### src/core/lbs_map.svh
// Timing figures for the local-bus strobe and status block.
// Assumes the reference clock runs at the rate named here.
`ifndef LBS_MAP_SVH
`define LBS_MAP_SVH
`define LBS_MCLK_PERIOD_NS   10
`define LBS_PROCESSOR_CLOCK_OUTPUT_PERIOD_NS 100
`define LBS_HALF_CYCLES      (`LBS_PROCESSOR_CLOCK_OUTPUT_PERIOD_NS / (2 * `LBS_MCLK_PERIOD_NS))
`define LBS_UBE_RESET        1'b1
`define LBS_WR_RESET         1'b1
`endif

### src/core/lbs_pkg.sv
// Types shared by the local-bus strobe and status block.
// Assumes nothing beyond the map header.
package lbs_pkg;
	typedef enum logic [2:0]
	{
		LBS_IDLE = 3'b000,
		LBS_T1   = 3'b001,
		LBS_T2   = 3'b010,
		LBS_T3   = 3'b011,
		LBS_TW   = 3'b100,
		LBS_T4   = 3'b101,
		LBS_HOLD = 3'b110
	} lbs_state_type;
	typedef enum logic [1:0]
	{
		LBS_CYC_READ  = 2'b00,
		LBS_CYC_WRITE = 2'b01,
		LBS_CYC_INTA  = 2'b10
	} lbs_cycle_type;
	typedef enum logic [1:0]
	{
		LBS_W_WORD  = 2'b00,
		LBS_W_UPPER = 2'b01,
		LBS_W_LOWER = 2'b10
	} lbs_width_type;
	// Queue codes as {queue_state_bit_high, queue_state_bit_low}
	typedef enum logic [1:0]
	{
		LBS_Q_NONE  = 2'b00,
		LBS_Q_FLUSH = 2'b01,
		LBS_Q_FIRST = 2'b10,
		LBS_Q_NEXT  = 2'b11
	} lbs_queue_type;
endpackage : lbs_pkg

### src/core/lbs_tick_if.sv
// Half-period tick carrier between divider and strobe logic.
// Assumes one clock shared by both ends.
`timescale 1ns/10ps
`default_nettype none
interface lbs_tick_if;
	logic tick;
	logic rise;
	modport src (output tick, output rise);
	modport snk (input tick, input rise);
endinterface : lbs_tick_if
`default_nettype wire

### src/core/lbs_clk_div.sv
// Divider making the half-period ticks of the processor clock output.
// Assumes synchronous active-high reset.
`timescale 1ns/10ps
`default_nettype none
`include "lbs_map.svh"
module lbs_clk_div
#(
	parameter int HALF_CYCLES = `LBS_HALF_CYCLES
)
(
	input  wire logic   mclk,
	input  wire logic   rst,
	lbs_tick_if.src     dv
);
	logic [15:0] count;
	logic        phase;

	always_ff @(posedge mclk)
	begin
		if (rst)
		begin
			count <= 16'h0000;
			phase <= 1'b0;
			dv.tick <= 1'b0;
			dv.rise <= 1'b0;
		end
		else if (count == 16'(HALF_CYCLES - 1))
		begin
			count <= 16'h0000;
			phase <= ~phase;
			dv.tick <= 1'b1;
			dv.rise <= ~phase;
		end
		else
		begin
			count <= count + 16'h0001;
			dv.tick <= 1'b0;
		end
	end
endmodule : lbs_clk_div
`default_nettype wire

### src/core/lbs_strobe.sv
// Local-bus strobe and status outputs: latch strobe, upper-byte enable/status, write strobe.
// Assumes synchronous inputs on mclk; a bus state spans one full period of the clock output.
// What this block does
// - In the first bus state the upper-byte enable is low when a byte moves on the upper data lines.
// - In bus states two to four the shared pin carries the status bit equal to the enable.
// - The shared upper-byte pin floats while the bus is held by another master.
// - The 8-bit variant keeps the upper-byte status high in normal operation.
// - The latch strobe is active high and the address is valid at its falling edge.
// - The latch strobe rises on the clock-output rising edge just before the first bus state.
// - The latch strobe falls on the clock-output rising edge inside the first bus state.
// - The latch strobe pin is always driven, even during hold.
// - The write strobe is active through bus states two, three and every wait state of a write.
// - The write strobe is active low and floats while the bus is held.
// - In queue status mode the latch and write strobe pins report queue activity.
// - Queue code zero-zero means no operation and one-one means a subsequent byte taken.
`timescale 1ns/10ps
`default_nettype none
`include "lbs_map.svh"
module lbs_strobe
	import lbs_pkg::*;
#(
	parameter int HALF_CYCLES = `LBS_HALF_CYCLES,
	parameter bit NARROW_BUS  = 1'b0
)
(
	input  wire logic          mclk,
	input  wire logic          rst,
	input  wire logic          req_valid,
	input  wire lbs_cycle_type req_type,
	input  wire lbs_width_type req_width,
	input  wire logic          ready,
	input  wire logic          hold_req,
	input  wire logic          queue_mode,
	input  wire lbs_queue_type queue_op,
	output var  logic          req_taken,
	output var  logic          hold_ack,
	output var  logic          processor_clock_output,
	output var  logic          address_latch_strobe,
	output var  logic          upper_byte_enable,
	output var  logic          upper_byte_enable_oe,
	output var  logic          address_bit_zero,
	output var  logic          write_strobe,
	output var  logic          write_strobe_oe
);
	lbs_tick_if    dv ();
	lbs_state_type state;
	lbs_state_type next_state;
	lbs_cycle_type cur_type;
	lbs_width_type cur_width;
	logic          start_pending;
	logic          take;
	logic          fall;
	logic          in_data;

	lbs_clk_div #(.HALF_CYCLES(HALF_CYCLES)) u_div
	(
		.mclk (mclk),
		.rst  (rst),
		.dv   (dv)
	);

	// A request is only accepted where a new cycle can follow at the next state boundary
	assign take = dv.tick && dv.rise && (state == LBS_IDLE || state == LBS_T4)
		&& req_valid && !hold_req && !start_pending;
	assign fall = dv.tick && !dv.rise;
	assign in_data = (next_state == LBS_T2) || (next_state == LBS_T3) || (next_state == LBS_TW);

	always_comb
	begin
		next_state = state;
		unique case (state)
			LBS_IDLE, LBS_T4:
				if (start_pending)
					next_state = LBS_T1;
				else if (hold_req)
					next_state = LBS_HOLD;
				else
					next_state = LBS_IDLE;
			LBS_T1:
				next_state = LBS_T2;
			LBS_T2:
				next_state = LBS_T3;
			LBS_T3, LBS_TW:
				next_state = ready ? LBS_T4 : LBS_TW;
			LBS_HOLD:
				next_state = hold_req ? LBS_HOLD : LBS_IDLE;
			default:
				next_state = LBS_IDLE;
		endcase
	end

	always_ff @(posedge mclk)
	begin
		if (rst)
			processor_clock_output <= 1'b0;
		else if (dv.tick)
			processor_clock_output <= dv.rise;
	end

	always_ff @(posedge mclk)
	begin
		if (rst)
		begin
			state <= LBS_IDLE;
			start_pending <= 1'b0;
			cur_type <= LBS_CYC_READ;
			cur_width <= LBS_W_WORD;
			req_taken <= 1'b0;
			hold_ack <= 1'b0;
		end
		else
		begin
			req_taken <= take;
			if (take)
			begin
				start_pending <= 1'b1;
				cur_type <= req_type;
				cur_width <= req_width;
			end
			if (fall)
			begin
				state <= next_state;
				hold_ack <= (next_state == LBS_HOLD);
				if (next_state == LBS_T1)
					start_pending <= 1'b0;
			end
		end
	end

	// Latch strobe never floats; in queue mode it carries the low queue bit
	always_ff @(posedge mclk)
	begin
		if (rst)
			address_latch_strobe <= 1'b0;
		else if (queue_mode)
		begin
			if (fall)
				address_latch_strobe <= queue_op[0];
		end
		else if (dv.tick && dv.rise && state == LBS_T1)
			address_latch_strobe <= 1'b0;
		else if (take)
			address_latch_strobe <= 1'b1;
		else if (!start_pending && state != LBS_T1)
			address_latch_strobe <= 1'b0;
		// Last branch drops a queue bit left high on leaving queue mode, so no stray latch pulse follows
	end

	always_ff @(posedge mclk)
	begin
		if (rst)
		begin
			write_strobe <= `LBS_WR_RESET;
			write_strobe_oe <= 1'b1;
		end
		else if (fall)
		begin
			write_strobe_oe <= (next_state != LBS_HOLD);
			if (queue_mode)
				write_strobe <= queue_op[1];
			else
				write_strobe <= !(in_data && cur_type == LBS_CYC_WRITE);
		end
	end

	// Enable is set at entry to the first state and simply held as status until the cycle ends
	always_ff @(posedge mclk)
	begin
		if (rst)
		begin
			upper_byte_enable <= `LBS_UBE_RESET;
			upper_byte_enable_oe <= 1'b1;
			address_bit_zero <= 1'b0;
		end
		else if (fall)
		begin
			upper_byte_enable_oe <= (next_state != LBS_HOLD);
			if (NARROW_BUS)
				upper_byte_enable <= 1'b1;
			else if (next_state == LBS_T1)
				upper_byte_enable <= (cur_width == LBS_W_LOWER);
			if (next_state == LBS_T1)
				address_bit_zero <= (cur_width == LBS_W_UPPER);
		end
	end
endmodule : lbs_strobe
`default_nettype wire

### config.mk
export PLATFORM = sky130hd
export DESIGN_NAME = lbs_strobe
export DESIGN_NICKNAME = d
export VERILOG_FILES = /design/src/core/lbs_pkg.sv /design/src/core/lbs_tick_if.sv /design/src/core/lbs_clk_div.sv /design/src/core/lbs_strobe.sv
export VERILOG_INCLUDE_DIRS = /design/src /design/src/core
export SDC_FILE = /design/constraint.sdc
export NUM_CORES = 1
export LEC_CHECK = 0
export BUFFER_PORTS_ARGS = -buffer_cell sky130_fd_sc_hd__buf_2
export CORE_MARGIN = 2
export CORE_UTILIZATION = 56
export DETAILED_ROUTE_END_ITERATION = 6
export PLACE_DENSITY = 0.87
export SLEW_MARGIN = 20
export SYNTH_ARGS = -nofsm -noshare
export SYNTH_HDL_FRONTEND = slang
export SYNTH_SLANG_ARGS = --single-unit
### constraint.sdc
create_clock -name mclk -period 1.8 [get_ports mclk]
set_input_delay 0.09 -clock mclk [delete_from_list [all_inputs] [get_ports mclk]]
set_output_delay 0.09 -clock mclk [all_outputs]
set_load 0.01 [all_outputs]
# Yosys cells after proc, flatten, opt, wreduce, memory -nomap -nowiden
# Index checks and enable logic that the tools add are counted.
op_classes:
  n_addsub: 1
  n_eq_ne: 18
  n_mux: 14
  n_bitwise: 1
  n_reduce_logical: 23
ops:
  columns: ["cell", "count"]
  rows:
  - ["16-bit by 1-bit adder with 16-bit output (second input constant)", 1]
  - ["16-bit by 3-bit == test with 1-bit output (second input constant)", 1]
  - ["3-bit == test (second input constant)", 5]
  - ["3-bit case mux with 5 select lines", 1]
  - ["3-bit by 2-bit == test with 1-bit output (second input constant)", 4]
  - ["1-bit two-way mux", 11]
  - ["1-bit logical AND", 9]
  - ["3-bit by 1-bit == test with 1-bit output (second input constant)", 2]
  - ["3-bit two-way mux", 2]
  - ["2-bit OR reduction", 3]
  - ["2-bit by 1-bit == test with 1-bit output (second input constant)", 2]
  - ["1-bit logical NOT", 4]
  - ["2-bit AND reduction", 2]
  - ["4-bit nonzero test", 1]
  - ["3-bit logical NOT", 1]
  - ["1-bit logical OR", 3]
  - ["3-bit by 1-bit inequality test with 1-bit output (second input constant)", 1]
  - ["3-bit inequality test (second input constant)", 1]
  - ["2-bit == test (second input constant)", 1]
  - ["2-bit by 1-bit inequality test with 1-bit output (second input constant)", 1]
  - ["1-bit NOT", 1]
word_totals:
  reg_bits: 34
  inputBits: 12
  output_inout_bits: 9
  word_cells: 72

# Depth between registers and ports, before layout
depth:
  word_depth: 9
  ltp_mapped: 8
  depth_no_buf: 6

# Modules after synthesis
# A second synthesis with hierarchy kept.
unflattened:
  cells_unflattened: 199
  hier_area_um2: 1695.4
by_module_without_submodules:
  columns: ["module", "n_inst", "cells_per_inst", "area_each_um2", "seq_area_each_um2"]
  rows:
  - ["lbs_strobe", 1, 110, 897.1, 320.3]
  - ["lbs_clk_div", 1, 89, 798.3, 360.3]

# Least setup slack after synthesis
# Ideal clock, no wire load.
synth_path:
  kind: "register to register"
  start: "register u_div.count[0]"
  end: "register u_div.count[12]"
  setup_ps: 70
  arrival_time_ps: 1555
  required_time_ps: 1730
  slack_ps: 175
  path_stages_with_launch: 6
  n_path_buf: 0
  synth_period_minus_slack_ps: 1625
  path_cell_list: "dfxtp_1 ha_1 nand3_2 or3_1 or3_1 a21oi_1"
synth_via:
  elab_chain_len: 2
synth_rtl:
  columns: ["item", "line", "text"]
  rows:
  - ["start: declaration", "lbs_clk_div.sv:15", "logic [15:0] count;"]
  - ["start signal: assignment", "lbs_clk_div.sv:36", "count <= count + 16'h0001;"]
  - ["parallel branches: the longest is 2 deep, another holds 16-bit by 1-bit adder with 16-bit output", null, null]
# Several ways; the timed one is not identified.
# A chain may end at the register's enable or synchronous reset.

# Worst setup path in the final report
layout_path:
  start: "register state[2]"
  end: "register cur_type[1]"
layout_via:
  elab_chain_len: 6
layout_rtl:
  columns: ["item", "line", "text"]
  rows:
  - ["start: declaration", "lbs_strobe.sv:46", "lbs_state_type state;"]
  - ["start signal: assignment", "lbs_strobe.sv:122", "state <= next_state;"]
  - ["3-bit == test or 3-bit logical NOT (tied branches)", "lbs_strobe.sv:63", "assign take = dv.tick && dv.rise && (state == LBS_IDLE || state == LBS_T4)"]
  - ["1-bit logical OR (*)", "lbs_strobe.sv:63", null]
  - ["1-bit logical AND (*)", "lbs_strobe.sv:63", null]
  - ["1-bit logical AND (*) (3 in a row)", "lbs_strobe.sv:64", "&& req_valid && !hold_req && !start_pending;"]
  - ["end signal: assignment", "lbs_strobe.sv:117", "cur_type <= req_type;"]
  - ["end: declaration", "lbs_strobe.sv:48", "lbs_cycle_type cur_type;"]
# Every way passes the cells marked *; elsewhere a longest branch is shown, timed or not.

==> flow_summary.json <==
{
  "die_area_um2": 3395,
  "worst_slew_pin_slew_ps": 506.1,
  "p_sw_frac": 0.2441,
  "wire_per_inst_um": 12.36,
  "path_clk_slew_ps": 100,
  "cp-end-kind": "flip-flop",
  "post-cts-setup-buffer-count": 0,
  "die_w_um": 58.27,
  "cp.arrival_ps": 1890,
  "grt_overflow_total": 0,
  "grt_pass1_vias": 1260,
  "use_met1": 0.2396,
  "max-vdd-ir-drop_v": 0.0005829,
  "start_util": 0.5929,
  "grt_util_met3": 0.05580,
  "syn_avg_cell_area_um2": 8.819,
  "ys_seq_elements": 34,
  "pwr-share-comb": 0.085,
  "dpl_cell_area_um2": 1744,
  "antenna_found_initial": 0,
  "io_pins": 21,
  "critPathRequiredTime_ps": 2030,
  "finalCritPeriodShare": 0.9233,
  "yosysWarnings": 0,
  "drv_slew": 0,
  "max_slew_margin": 0.6591,
  "synthFlopType": "dfxtp_1",
  "min_path_type": "primary input to flip-flop",
  "cts_tree": "built",
  "finalInstanceArea_um2": 1858,
  "synth_cell_types": 44,
  "cp-start-kind": "flip-flop",
  "pwr-share-clk": 0.329,
  "period_needed_ps": 1662,
  "insertion_delay_ps": 340,
  "synth_area_um2": 1649,
  "drv_cap": 0,
  "pwr_density_cell_nw_per_um2": 719.4,
  "p_sw_w": 0.0003263,
  "die_h_um": 58.27,
  "finalClockSkew_ps": 7.191,
  "io_buffer_count": 20,
  "path_max_fanout": 10,
  "synth-edff-count": 0,
  "syn_nets": 201,
  "p_total_w": 0.001337,
  "cts_buffer_depth": 2,
  "cts_made_buffers": 5,
  "intPower_w": 0.001010,
  "p_leak_nw": 0.6591,
  "hold_viol": 0,
  "grt_util_all_layers": 0.2039,
  "drcViolationCount": 0,
  "rows": 19,
  "grt_max_degree": 23,
  "routed_wl_um": 3003,
  "h-tree-depth": 2,
  "power.share.sequential": 0.586,
  "synthToLayoutAreaGrowth_pct": 12.67,
  "status": "finished, final reports clean",
  "path_class": "flip-flop to flip-flop",
  "final_antenna_net_count": 0,
  "synthArstFlopShare": 0,
  "cts-root-buf": "clkbuf_4",
  "seq_area_frac_synth": 0.4127,
  "rsz0062_at_grt": "no",
  "setup_tns_ps": 0,
  "nets": 225,
  "drive_gt1_frac": 0.2217,
  "clock_sinks": 34,
  "drt_first_iter_violations": 60,
  "fp.coreArea_um2": 2781,
  "drt_first_pass_iters": 4,
  "grt_pass1_wl_um": 5175,
  "vias": 1300,
  "top_usage_layer": "met2",
  "grtUsageMet2": 0.3146,
  "vias_per_cell": 5.350,
  "fmax_ghz": 0.6017,
  "gp_congestion": 0.8490,
  "diodes": 0,
  "place_hpwl_um": 2121,
  "nFillCells": 222,
  "setup_viol": 0,
  "postSynthCellCount": 187,
  "final_util": 0.6680
}
## routing by layer
layer / wire length (um) / up-vias
li1: - / 685
met1: 1393 / 577
met2: 1375 / 28
met3: 146 / 10
met4: 87 / 0
met5: 0 / -
## worst max-delay path: stages, from the launching register on
cell     delay (ps)
dfxtp_2         400
nor2b_1         180
or4_4           520
nor2_4          200
mux2i_1         220
nor2_1           50
## sequential cells by signal (all words and copies together) (netlist names)
name,flops
upper_byte_enable_oe,1
cur_type,2
processor_clock_output,1
cur_width,2
hold_ack,1
u_div.dv.tick,1
upper_byte_enable,1
address_bit_zero,1
address_latch_strobe,1
req_taken,1
u_div.count,16
state,3
u_div.dv.rise,1
start_pending,1
write_strobe,1
## repair_timing
item | 4_1_cts | 5_1_grt
hold buffers | 4 | 0
endpoints found under the hold margin | 4 | 0
gates resized for setup | 0 | 7
endpoints found under the setup margin | 0 | 13
## kinds of logic after synthesis
logic type,Yosys count,synth area share
xor+xnor,13,0.06904
compound gates,26,0.1040
simple gates,83,0.2724
mux,8,0.04856
buf+inv,19,0.06601
flops,34,0.4127
fa+ha+maj,4,0.02731
## metrics by stage
stage / instances / hold WS, ps / setup slack [ps]
after floorplan: 187 / 237.2 / 175.4
after global placement: 231 / 336.8 / 68.20
after detailed placement: 231 / 343.4 / 47.44
after CTS: 243 / 18.78 / 34.06
after global routing: 243 / 64.46 / 28.57
final: 243 / 36.57 / 138.1
## path summary, 6_finish.rpt
path                                                 from                   endpoint  slack (ps)  cells past startpoint
worst min-delay path                          queue_op[1]  write_strobe$_SDFFE_PP1P_          40                      3
worst min register to register  u_div.count[0]$_SDFF_PP0_  u_div.count[0]$_SDFF_PP0_         450                      1
worst max-delay path                state[2]$_SDFFE_PP0P_   cur_type[1]$_SDFFE_PP0P_         140                      5
worst max register to register      state[2]$_SDFFE_PP0P_   cur_type[1]$_SDFFE_PP0P_         140                      5
## cell type report
class / instances / area (um2) / share of cell area
multi-input cells: 134 / 867.1 / 0.4667
flip-flops and latches: 34 / 686.9 / 0.3697
clock buffers: 7 / 55.05 / 0.02963
repair buffers: 26 / 167.7 / 0.09024
clock inverters: 1 / 5.005 / 0.002694
well taps: 31 / 38.79 / 0.02088
inverters: 10 / 37.54 / 0.02020
## cell usage after synthesis, drive strengths merged, types with 2 or more instances
cell type	count	area, um2
nor4	4	40.04
xnor2	5	43.79
nand2	13	48.80
nor2b	3	26.27
ha	2	25.02
nor3	4	20.02
or3	4	26.28
a21oi	9	48.80
inv	10	37.54
nand3	6	35.03
nor2	33	131.4
xor2	8	70.07
o21ai	8	43.79
a211oi	2	15.01
maj3	2	20.02
buf	5	46.29
mux2i	8	80.08
dfxtp	34	680.7
nand2b	6	45.04
clkbuf	4	25.02
nand4	5	31.28
## layout by cell type, fill, tap and decap left out, types with 3 or more instances in the layout
cell	n
xor2_1	8
nand4_1	5
nand2b_1	5
dlygate4sd3_1	4
nor4_1	3
nand3_1	5
buf_2	20
mux2i_1	8
xnor2_1	5
dfxtp_2	5
nand2_1	13
dfxtp_1	29
nor2_1	32
clkbuf_4	5
nor3_1	4
a21oi_1	8
inv_1	10
o21ai_0	7
## power by group through the flow
stage / Clock [W] / Sequential [W] / Combinational (W)
after global routing: 0.000473 / 0.000786 / 0.000128
after CTS: 0.000450 / 0.000781 / 0.000114
after global placement: 0 / 0.000797 / 0.000105
after floorplan: 0 / 0.000793 / 0.0000810
final: 0.000440 / 0.000783 / 0.000114
after detailed placement: 0 / 0.000799 / 0.000107
Power figures use the tool's default switching activity.
